==> src/rtl/adcsp_pkg.sv <==
package adcsp_pkg;

  // Clock and timing
  localparam int CLK_MHZ = 200;
  localparam int READY_PULSE_NS = 20;
  localparam int PULSE_CYC = (READY_PULSE_NS * CLK_MHZ + 999) / 1000;
  localparam int PCNT_W = 3;
  localparam int TIMEOUT_US = 100;
  localparam int TIMEOUT_CYC = TIMEOUT_US * CLK_MHZ;

  // Result format
  localparam int RES_W = 24;
  localparam int RAW_W = 26;
  localparam logic [4:0] RES_BITS = 5'h18;
  localparam logic [4:0] BYTE_BITS = 5'h08;
  localparam logic signed [RAW_W-1:0] RAW_POS_LIM = 26'sh07fffff;
  localparam logic signed [RAW_W-1:0] RAW_NEG_LIM = 26'sh3800000;
  localparam logic [RES_W-1:0] RES_MAX = 24'h7fffff;
  localparam logic [RES_W-1:0] RES_MIN = 24'h800000;

  // Register map
  localparam int NUM_REGS = 11;
  localparam logic [3:0] IDX_BURNOUT_SOURCE_CONTROL = 4'h0;
  localparam logic [3:0] IDX_INPUT_BIAS_ENABLE = 4'h1;
  localparam logic [3:0] IDX_MONITOR_SELECT_CLOCK_STATUS = 4'h2;
  localparam logic [3:0] IDX_GAIN_RATE_CONFIG = 4'h3;
  localparam logic [3:0] IDX_OFFSET_COEFF_LOW = 4'h4;
  localparam logic [3:0] IDX_OFFSET_COEFF_MID = 4'h5;
  localparam logic [3:0] IDX_OFFSET_COEFF_HIGH = 4'h6;
  localparam logic [3:0] IDX_FULLSCALE_COEFF_LOW = 4'h7;
  localparam logic [3:0] IDX_FULLSCALE_COEFF_MID = 4'h8;
  localparam logic [3:0] IDX_FULLSCALE_COEFF_HIGH = 4'h9;
  localparam logic [3:0] IDX_PART_CODE_AND_PIN_MODE = 4'ha;
  localparam logic [7:0] FSC_RST = 8'h00;
  localparam logic [7:0] REG_RST [NUM_REGS] = '{8'h01, 8'h00, 8'h00, 8'h00, 8'h00, 8'h00,
    8'h00, FSC_RST, FSC_RST, FSC_RST, 8'h00};
  localparam logic [7:0] REG_WMASK [NUM_REGS] = '{8'hff, 8'hff, 8'h7f, 8'hff, 8'hff, 8'hff,
    8'hff, 8'hff, 8'hff, 8'hff, 8'h08};
  localparam int OSC_FLAG_BIT = 7;
  localparam int SHARED_MODE_BIT = 3;

  // Command opcodes
  localparam logic [7:0] CMD_WAKE = 8'h00;
  localparam logic [7:0] CMD_READ = 8'h12;
  localparam logic [7:0] CMD_CONT = 8'h14;
  localparam logic [7:0] CMD_STOP = 8'h16;
  localparam logic [3:0] CMD_REGISTER_READ_CMD_HI = 4'h2;
  localparam logic [3:0] CMD_WREG_HI = 4'h4;
  localparam logic [7:0] CMD_NOP = 8'hff;

  typedef enum {ST_CMD, ST_RCNT, ST_WCNT, ST_WDATA} adcsp_state_t;

  typedef struct packed {
    logic cs_n;
    logic sclk;
    logic din;
    logic start;
    logic sleep;
    logic ext_osc;
  } adcsp_pins_t;

endpackage

==> src/rtl/adcsp_serial_port.sv <==
`timescale 1ns/100ps
// Functional notes
// - Chip select high: output off, port reset
// - Ready pin falls and conversions run regardless of chip select
// - Timeout exists; host writes whole bytes
// - Sample input on fall, drive on rise
// - Input decoded as commands during readout
// - Result stored, ready low, shifter loaded in continuous mode
// - Ready returns high on next clock fall
// - Still low at new result: pulse high
// - Mode clear: shared pin is data, MSB first
// - Mode set: shared pin falls per result
// - Mode set: shared pin high after full readout
// - Mode bit leaves ready pin unchanged
// - Chip select resets port; RST resets all
// - Sleep accepts only five commands
// - Sleep read returns last stored result
// - Result saturates to 24-bit limits
module adcsp_serial_port
  import adcsp_pkg::*;
#(
  parameter int unsigned TIMEOUT_CYCLES = TIMEOUT_CYC,
  parameter logic [3:0] PART_CODE = 4'h5  // Arbitrary value
) (
  // System
  input wire logic CLK,
  input wire logic RST,
  // Serial pins
  input wire logic CS_N,
  input wire logic SCLK,
  input wire logic DIN,
  output logic DOUT,
  output logic DOUT_OE,
  // Dedicated ready pin
  output logic CONV_READY_N,
  // Power and oscillator pins
  input wire logic START,
  input wire logic SLEEP,
  input wire logic EXT_OSC,
  // Converter core, same clock
  input wire logic RES_VALID,
  input wire logic signed [RAW_W-1:0] RES_RAW,
  output logic WAKE_REQ
);

  ////////////////////////////////////////////////////////////////////////////
  adcsp_pins_t pin_m;
  adcsp_pins_t pin_s;
  logic sclk_d;
  logic active;
  logic sclk_fall;
  logic sclk_rise;
  logic sleeping;

  always_ff @(posedge CLK) begin
    if (RST) begin
      pin_m <= '{cs_n: 1'b1, default: 1'b0};
      pin_s <= '{cs_n: 1'b1, default: 1'b0};
      sclk_d <= 1'b0;
    end else begin
      pin_m <= '{CS_N, SCLK, DIN, START, SLEEP, EXT_OSC};
      pin_s <= pin_m;
      sclk_d <= pin_s.sclk;
    end
  end

  assign active = ~pin_s.cs_n;
  assign sclk_fall = sclk_d & ~pin_s.sclk;
  assign sclk_rise = ~sclk_d & pin_s.sclk;
  assign sleeping = ~pin_s.start | pin_s.sleep;
  assign DOUT_OE = active;

  ////////////////////////////////////////////////////////////////////////////
  adcsp_state_t state;
  logic [6:0] rx;
  logic [2:0] bit_cnt;
  logic [7:0] rx_byte;
  logic byte_done;
  logic [31:0] to_cnt;
  logic to_hit;

  assign rx_byte = {rx, pin_s.din};
  assign byte_done = active & sclk_fall & (bit_cnt == 3'h7);
  assign to_hit = (to_cnt == TIMEOUT_CYCLES - 1);

  always_ff @(posedge CLK) begin
    if (RST || !active || to_hit) begin
      rx <= 7'h00;
      bit_cnt <= 3'h0;
    end else if (sclk_fall) begin
      rx <= rx_byte[6:0];
      bit_cnt <= bit_cnt + 3'h1;
    end
  end

  // Counts only while a command is half received, so an idle port never times out
  always_ff @(posedge CLK) begin
    if (RST || !active || sclk_fall || sclk_rise || (bit_cnt == 3'h0 && state == ST_CMD)) begin
      to_cnt <= 32'h0;
    end else begin
      to_cnt <= to_cnt + 32'h1;
    end
  end

  ////////////////////////////////////////////////////////////////////////////
  logic [7:0] regs [NUM_REGS];
  logic [3:0] addr;
  logic [3:0] wr_left;
  logic [3:0] register_read_cmd_left;
  logic cont_mode;
  logic shared_mode;
  logic allowed;
  logic cmd_ok;
  logic cmd_load_res;
  logic register_read_cmd_load;
  logic reg_we;

  function automatic logic sleep_ok(input logic [7:0] b);
    return b == CMD_READ || b == CMD_CONT || b == CMD_STOP || b == CMD_WAKE || b == CMD_NOP;
  endfunction

  function automatic logic [7:0] reg_read(input logic [3:0] a);
    logic [7:0] v;
    v = 8'h00;
    if (a == IDX_MONITOR_SELECT_CLOCK_STATUS) begin
      v = {pin_s.ext_osc, regs[a][OSC_FLAG_BIT-1:0]};
    end else if (a == IDX_PART_CODE_AND_PIN_MODE) begin
      v = {PART_CODE, regs[a][3:0]};
    end else if (a < 4'(NUM_REGS)) begin
      v = regs[a];
    end
    return v;
  endfunction

  assign shared_mode = regs[IDX_PART_CODE_AND_PIN_MODE][SHARED_MODE_BIT];
  assign allowed = !sleeping || sleep_ok(rx_byte);
  assign cmd_ok = byte_done && state == ST_CMD && allowed;
  assign cmd_load_res = cmd_ok && rx_byte == CMD_READ;
  assign register_read_cmd_load = byte_done && (state == ST_RCNT ||
    (state == ST_CMD && register_read_cmd_left != 4'h0 && rx_byte == CMD_NOP));
  assign reg_we = byte_done && state == ST_WDATA && addr < 4'(NUM_REGS);

  always_ff @(posedge CLK) begin
    if (RST) begin
      state <= ST_CMD;
      addr <= 4'h0;
      wr_left <= 4'h0;
      register_read_cmd_left <= 4'h0;
      cont_mode <= 1'b1;
      WAKE_REQ <= 1'b0;
    end else begin
      WAKE_REQ <= cmd_ok && rx_byte == CMD_WAKE;
      if (!active || to_hit) begin
        state <= ST_CMD;
        register_read_cmd_left <= 4'h0;
      end else if (byte_done) begin
        case (state)
          ST_CMD: begin
            if (register_read_cmd_left != 4'h0 && rx_byte == CMD_NOP) begin
              addr <= addr + 4'h1;
              register_read_cmd_left <= register_read_cmd_left - 4'h1;
            end else begin
              register_read_cmd_left <= 4'h0;
              if (allowed) begin
                if (rx_byte == CMD_CONT) begin
                  cont_mode <= 1'b1;
                end
                if (rx_byte == CMD_STOP) begin
                  cont_mode <= 1'b0;
                end
                if (rx_byte[7:4] == CMD_REGISTER_READ_CMD_HI) begin
                  state <= ST_RCNT;
                  addr <= rx_byte[3:0];
                end
                if (rx_byte[7:4] == CMD_WREG_HI) begin
                  state <= ST_WCNT;
                  addr <= rx_byte[3:0];
                end
              end
            end
          end
          ST_RCNT: begin
            register_read_cmd_left <= rx_byte[3:0];
            addr <= addr + 4'h1;
            state <= ST_CMD;
          end
          ST_WCNT: begin
            wr_left <= rx_byte[3:0];
            state <= ST_WDATA;
          end
          ST_WDATA: begin
            addr <= addr + 4'h1;
            wr_left <= wr_left - 4'h1;
            if (wr_left == 4'h0) begin
              state <= ST_CMD;
            end
          end
          default: begin
            state <= ST_CMD;
          end
        endcase
      end
    end
  end

  // Registers survive a chip-select reset; only RST restores them
  always_ff @(posedge CLK) begin
    if (RST) begin
      for (int i = 0; i < NUM_REGS; i++) begin
        regs[i] <= REG_RST[i];
      end
    end else if (reg_we) begin
      regs[addr] <= (regs[addr] & ~REG_WMASK[addr]) | (rx_byte & REG_WMASK[addr]);
    end
  end

  ////////////////////////////////////////////////////////////////////////////
  logic [RES_W-1:0] res_sat;
  logic [RES_W-1:0] result_buf;
  logic res_load;
  logic conv_ready_n_pend;
  logic [PCNT_W-1:0] conv_ready_n_cnt;

  function automatic logic [RES_W-1:0] sat24(input logic signed [RAW_W-1:0] r);
    logic [RES_W-1:0] v;
    v = r[RES_W-1:0];
    if (r > RAW_POS_LIM) begin
      v = RES_MAX;
    end else if (r < RAW_NEG_LIM) begin
      v = RES_MIN;
    end
    return v;
  endfunction

  assign res_sat = sat24(RES_RAW);
  // A result landing mid-byte or with the clock high would corrupt a transfer in flight
  assign res_load = RES_VALID && cont_mode &&
    (!active || (!pin_s.sclk && bit_cnt == 3'h0));

  always_ff @(posedge CLK) begin
    if (RST) begin
      result_buf <= '0;
    end else if (RES_VALID) begin
      result_buf <= res_sat;
    end
  end

  // Ready pin logic never looks at the mode bit; chip select gates only the release on a clock fall
  always_ff @(posedge CLK) begin
    if (RST) begin
      CONV_READY_N <= 1'b1;
      conv_ready_n_pend <= 1'b0;
      conv_ready_n_cnt <= '0;
    end else if (RES_VALID) begin
      if (!CONV_READY_N) begin
        CONV_READY_N <= 1'b1;
        conv_ready_n_pend <= 1'b1;
        conv_ready_n_cnt <= PCNT_W'(PULSE_CYC - 1);
      end else begin
        CONV_READY_N <= 1'b0;
      end
    end else if (conv_ready_n_pend) begin
      if (conv_ready_n_cnt == '0) begin
        CONV_READY_N <= 1'b0;
        conv_ready_n_pend <= 1'b0;
      end else begin
        conv_ready_n_cnt <= conv_ready_n_cnt - 1'b1;
      end
    end else if (active && sclk_fall && !CONV_READY_N) begin
      CONV_READY_N <= 1'b1;
    end
  end

  ////////////////////////////////////////////////////////////////////////////
  logic [RES_W-1:0] tx;
  logic [4:0] tx_bits;
  logic dout_pend;
  logic [PCNT_W-1:0] dout_cnt;

  always_ff @(posedge CLK) begin
    if (RST) begin
      tx <= '0;
      tx_bits <= 5'h00;
    end else if (cmd_load_res) begin
      tx <= result_buf;
      tx_bits <= RES_BITS;
    end else if (register_read_cmd_load) begin
      tx <= {reg_read(addr), 16'h0000};
      tx_bits <= BYTE_BITS;
    end else if (res_load) begin
      tx <= res_sat;
      tx_bits <= RES_BITS;
    end else if (active && sclk_rise && tx_bits != 5'h00) begin
      tx <= {tx[RES_W-2:0], 1'b0};
      tx_bits <= tx_bits - 5'h01;
    end
  end

  always_ff @(posedge CLK) begin
    if (RST) begin
      DOUT <= 1'b1;
      dout_pend <= 1'b0;
      dout_cnt <= '0;
    end else if (RES_VALID && shared_mode) begin
      DOUT <= !DOUT;
      dout_pend <= !DOUT;
      dout_cnt <= PCNT_W'(PULSE_CYC - 1);
    end else if (dout_pend) begin
      if (dout_cnt == '0) begin
        DOUT <= 1'b0;
        dout_pend <= 1'b0;
      end else begin
        dout_cnt <= dout_cnt - 1'b1;
      end
    end else if (active && sclk_rise) begin
      if (tx_bits != 5'h00) begin
        DOUT <= tx[RES_W-1];
      end else if (shared_mode) begin
        DOUT <= 1'b1;
      end
    end
  end
endmodule

==> config.mk <==
export PLATFORM = sky130hd
export DESIGN_NAME = adcsp_serial_port
export DESIGN_NICKNAME = d
export VERILOG_FILES = /design/src/rtl/adcsp_pkg.sv /design/src/rtl/adcsp_serial_port.sv
export SDC_FILE = /design/constraint.sdc
export NUM_CORES = 1
export LEC_CHECK = 0
export ABC_AREA = 1
export CORE_MARGIN = 3
export CORE_UTILIZATION = 30
export DETAILED_ROUTE_END_ITERATION = 8
export DONT_BUFFER_PORTS = 1
export PLACE_DENSITY_LB_ADDON = 0.25
export SYNTH_ARGS = -nofsm -noshare
export SYNTH_HDL_FRONTEND = slang
export SYNTH_SLANG_ARGS = --single-unit
==> constraint.sdc <==
create_clock -name CLK -period 3.2 [get_ports CLK]
set_input_delay 0.16 -clock CLK [delete_from_list [all_inputs] [get_ports CLK]]
set_output_delay 0.16 -clock CLK [all_outputs]
set_load 0.02 [all_outputs]
==> results.json <==
{
  "status": "completed",
  "ctsRootBufferMaster": "clkbuf_16",
  "powerDensity_nw_per_um2": 531,
  "fin_skew_ps": 22.9,
  "arrival_ps": 3120,
  "p_leak_nw": 5.59,
  "synth.avg_cell_area_um2": 7.91,
  "viasPerCell": 4.77,
  "hold_violations": 0,
  "grt_first_pass_wirelength_um": 52700,
  "cts_tree": "done",
  "ir_drop_mv": 0.395,
  "gp_congestion": 0.867,
  "place_area_um2": 13400,
  "numCtsBuffers": 30,
  "synth_edf_count": 120,
  "relSlewSlack": 0.545,
  "stdcell_count": 2210,
  "tns_ps": 0,
  "switchingPower_mw": 1.75,
  "maxCapViolCount": 0,
  "design.die.area_um2": 45000,
  "drtPass1Iterations": 5,
  "drt_wl_total_um": 32700,
  "synthCells": 1610,
  "cp-start-kind": "flip-flop",
  "synth.yosys.seq_area_share": 0.512,
  "power_frac_comb": 0.047,
  "end_kind": "flip-flop",
  "final_common_cell": "nor2_1",
  "port_buffers": 0,
  "initial_core_util": 0.308,
  "fp.dieH_um": 212,
  "cts_max_path_buffers": 3,
  "setup_viol_count_final": 0,
  "intPower_mw": 6.09,
  "crit_required_ps": 3440,
  "nets": 1703,
  "final_area_um2": 14800,
  "io_pins": 39,
  "hold_path.class": "in -> reg",
  "clkTransAtPathRegs_ps": 60,
  "area_growth_pct": 15.9,
  "fillers": 4259,
  "cts_max_level": 1,
  "ys_ff_latch": 266,
  "core.rowCount": 74,
  "synthFlopType": "dfxtp_1",
  "core_area_um2": 41400,
  "dpl.hpwl_um": 21700,
  "ant_nets": 0,
  "tightest_slew_ps": 682,
  "worstPathMaxFanout": 11,
  "n_antenna_cell": 0,
  "period_share": 0.901,
  "maxSlewViolCount": 0,
  "drive_above_1_share": 0.0656,
  "pwr-share-clk": 0.478,
  "clock-sinks": 266,
  "overflow": 0,
  "p_sw_frac": 0.223,
  "die_x_um": 212,
  "drtIter0Drc": 775,
  "grt_pass1_vias": 9973,
  "period_needed_ps": 2880,
  "synth_area_um2": 12700,
  "via_count": 10600,
  "post_drt_wl_per_cell_um": 14.8,
  "yosysUniqueCellTypes": 48,
  "post_cts_buffers": 0,
  "yosys_warnings": 0,
  "async_flop_share": 0,
  "gr-usage-all-layers": 0.144,
  "p_total_mw": 7.84,
  "seqPwrFrac": 0.475,
  "crit_type": "reg -> reg",
  "rsz0062_at_grt": "no",
  "dp.cells": 2125,
  "drc": 0,
  "max_freq_mhz": 347,
  "final_cell_mix": "nor2_1 (284), inv_1 (232), nand2_1 (182)",
  "antenna_found_initial": 0,
  "clock_latency_ps": 570,
  "grt_max_degree": 68
}
through the flow:
step           setup WS (ps)  hold WS, ps  utilization
2_1_floorplan            907          264            -
3_3_place_gp             495          235        0.323
3_5_place_dp             323          236        0.323
4_1_cts                  264         10.3        0.357
5_1_grt                 28.6         87.9        0.357
6_report                 317         45.9        0.357
power by group through the flow:
stage | Combinational, mW | Clock [mW] | Sequential (mW)
2_1_floorplan | 0.263 | 0 | 3.78
3_3_place_gp | 0.323 | 0 | 3.80
3_5_place_dp | 0.326 | 0 | 3.80
4_1_cts | 0.369 | 3.83 | 3.72
6_report | 0.370 | 3.74 | 3.73
5_1_grt | 0.430 | 3.96 | 3.74
flip-flops by register name, summed over array words and instances (netlist names), 2 cells and up, named ones only:
| register | flops |
|---|---|
| result_buf | 24 |
| addr | 4 |
| conv_ready_n_cnt | 3 |
| bit_cnt | 3 |
| wr_left | 4 |
| pin_s | 6 |
| to_cnt | 32 |
| rx | 7 |
| state | 2 |
| register_read_cmd_left | 4 |
| tx_bits | 5 |
| pin_m | 6 |
| regs | 128 |
| tx | 24 |
| dout_cnt | 3 |
timing repair:
item                                    in CTS  in global routing
endpoints found under the setup margin       0                  8
hold endpoints to repair                    63                  0
gates resized for setup                      0                  1
hold buffers                                29                  0
metal layers:
layer  up-vias  wire [µm]  track usage
met3        51       1530       0.0241
met1      4903      15900        0.206
met5         -          0            0
met2       219      14500        0.225
met4         0        790       0.0393
li1       5379          -            -
worst max-delay path, stage by stage, from the launching register on:
cell	delay (ps)
dfxtp_1	520
nand2_1	150
nor2_2	120
nand2_1	160
nor3_2	260
nand2_1	360
nor2_4	300
nand3_1	360
nand2_2	320
final timing paths:
| check | from | slack, ps | endpoint | cells after the start |
|---|---|---|---|---|
| worst min register to register | pin_m[2] | 400 | pin_s[2] | 2 |
| worst max register to register | sclk_d | 320 | regs[2][6] | 8 |
| worst max-delay path | sclk_d | 320 | regs[2][6] | 8 |
| worst min-delay path | RES_RAW[21] | 50 | result_buf[21] | 4 |
logic make-up (layout without fill, tap and decap cells):
group,Yosys count,in the layout,synth area share
buf+inv,311,348,0.0964
simple gates,641,641,0.219
flops,266,266,0.512
xor+xnor,6,6,0.00413
other cells,1,32,0.000294
compound gates,371,371,0.154
fa+ha+maj,14,14,0.0137
cells in the mapped netlist (3+ instances only):
cell type / number / area share
clkbuf_1: 39 / 0.011
xor2_1: 3 / 0.0021
o21ai_1: 13 / 0.0051
o211ai_1: 20 / 0.012
nand3_2: 4 / 0.0031
nand4_1: 13 / 0.0064
nand3_1: 90 / 0.035
nor3_1: 27 / 0.011
a211oi_1: 6 / 0.0035
a21oi_1: 133 / 0.052
dfxtp_1: 146 / 0.23
nor4_1: 8 / 0.0039
edfxtp_1: 120 / 0.28
a31oi_1: 3 / 0.0015
buf_1: 4 / 0.0012
nand2_1: 183 / 0.054
nand3b_1: 3 / 0.0018
ha_1: 14 / 0.014
xnor2_1: 3 / 0.0021
o22ai_1: 10 / 0.0049
nor3b_1: 4 / 0.0024
nor2_4: 3 / 0.0027
nor2_1: 284 / 0.084
buf_6: 3 / 0.0027
inv_1: 232 / 0.068
nor2_2: 4 / 0.0020
o21ai_0: 178 / 0.070
buf_2: 24 / 0.0094
inv_2: 6 / 0.0018
or2_2: 8 / 0.0039
cell type report:
| cell class | instances | area, µm² | share of cell area |
|---|---|---|---|
| tap | 532 | 666 | 0.0451 |
| inverter | 240 | 906 | 0.0614 |
| clock inverter | 23 | 315 | 0.0214 |
| multi-input combinational | 1064 | 5100 | 0.346 |
| timing repair buffer | 52 | 485 | 0.0329 |
| clock buffer | 33 | 762 | 0.0516 |
| sequential | 266 | 6530 | 0.442 |
(Power assumes the default switching activity.)
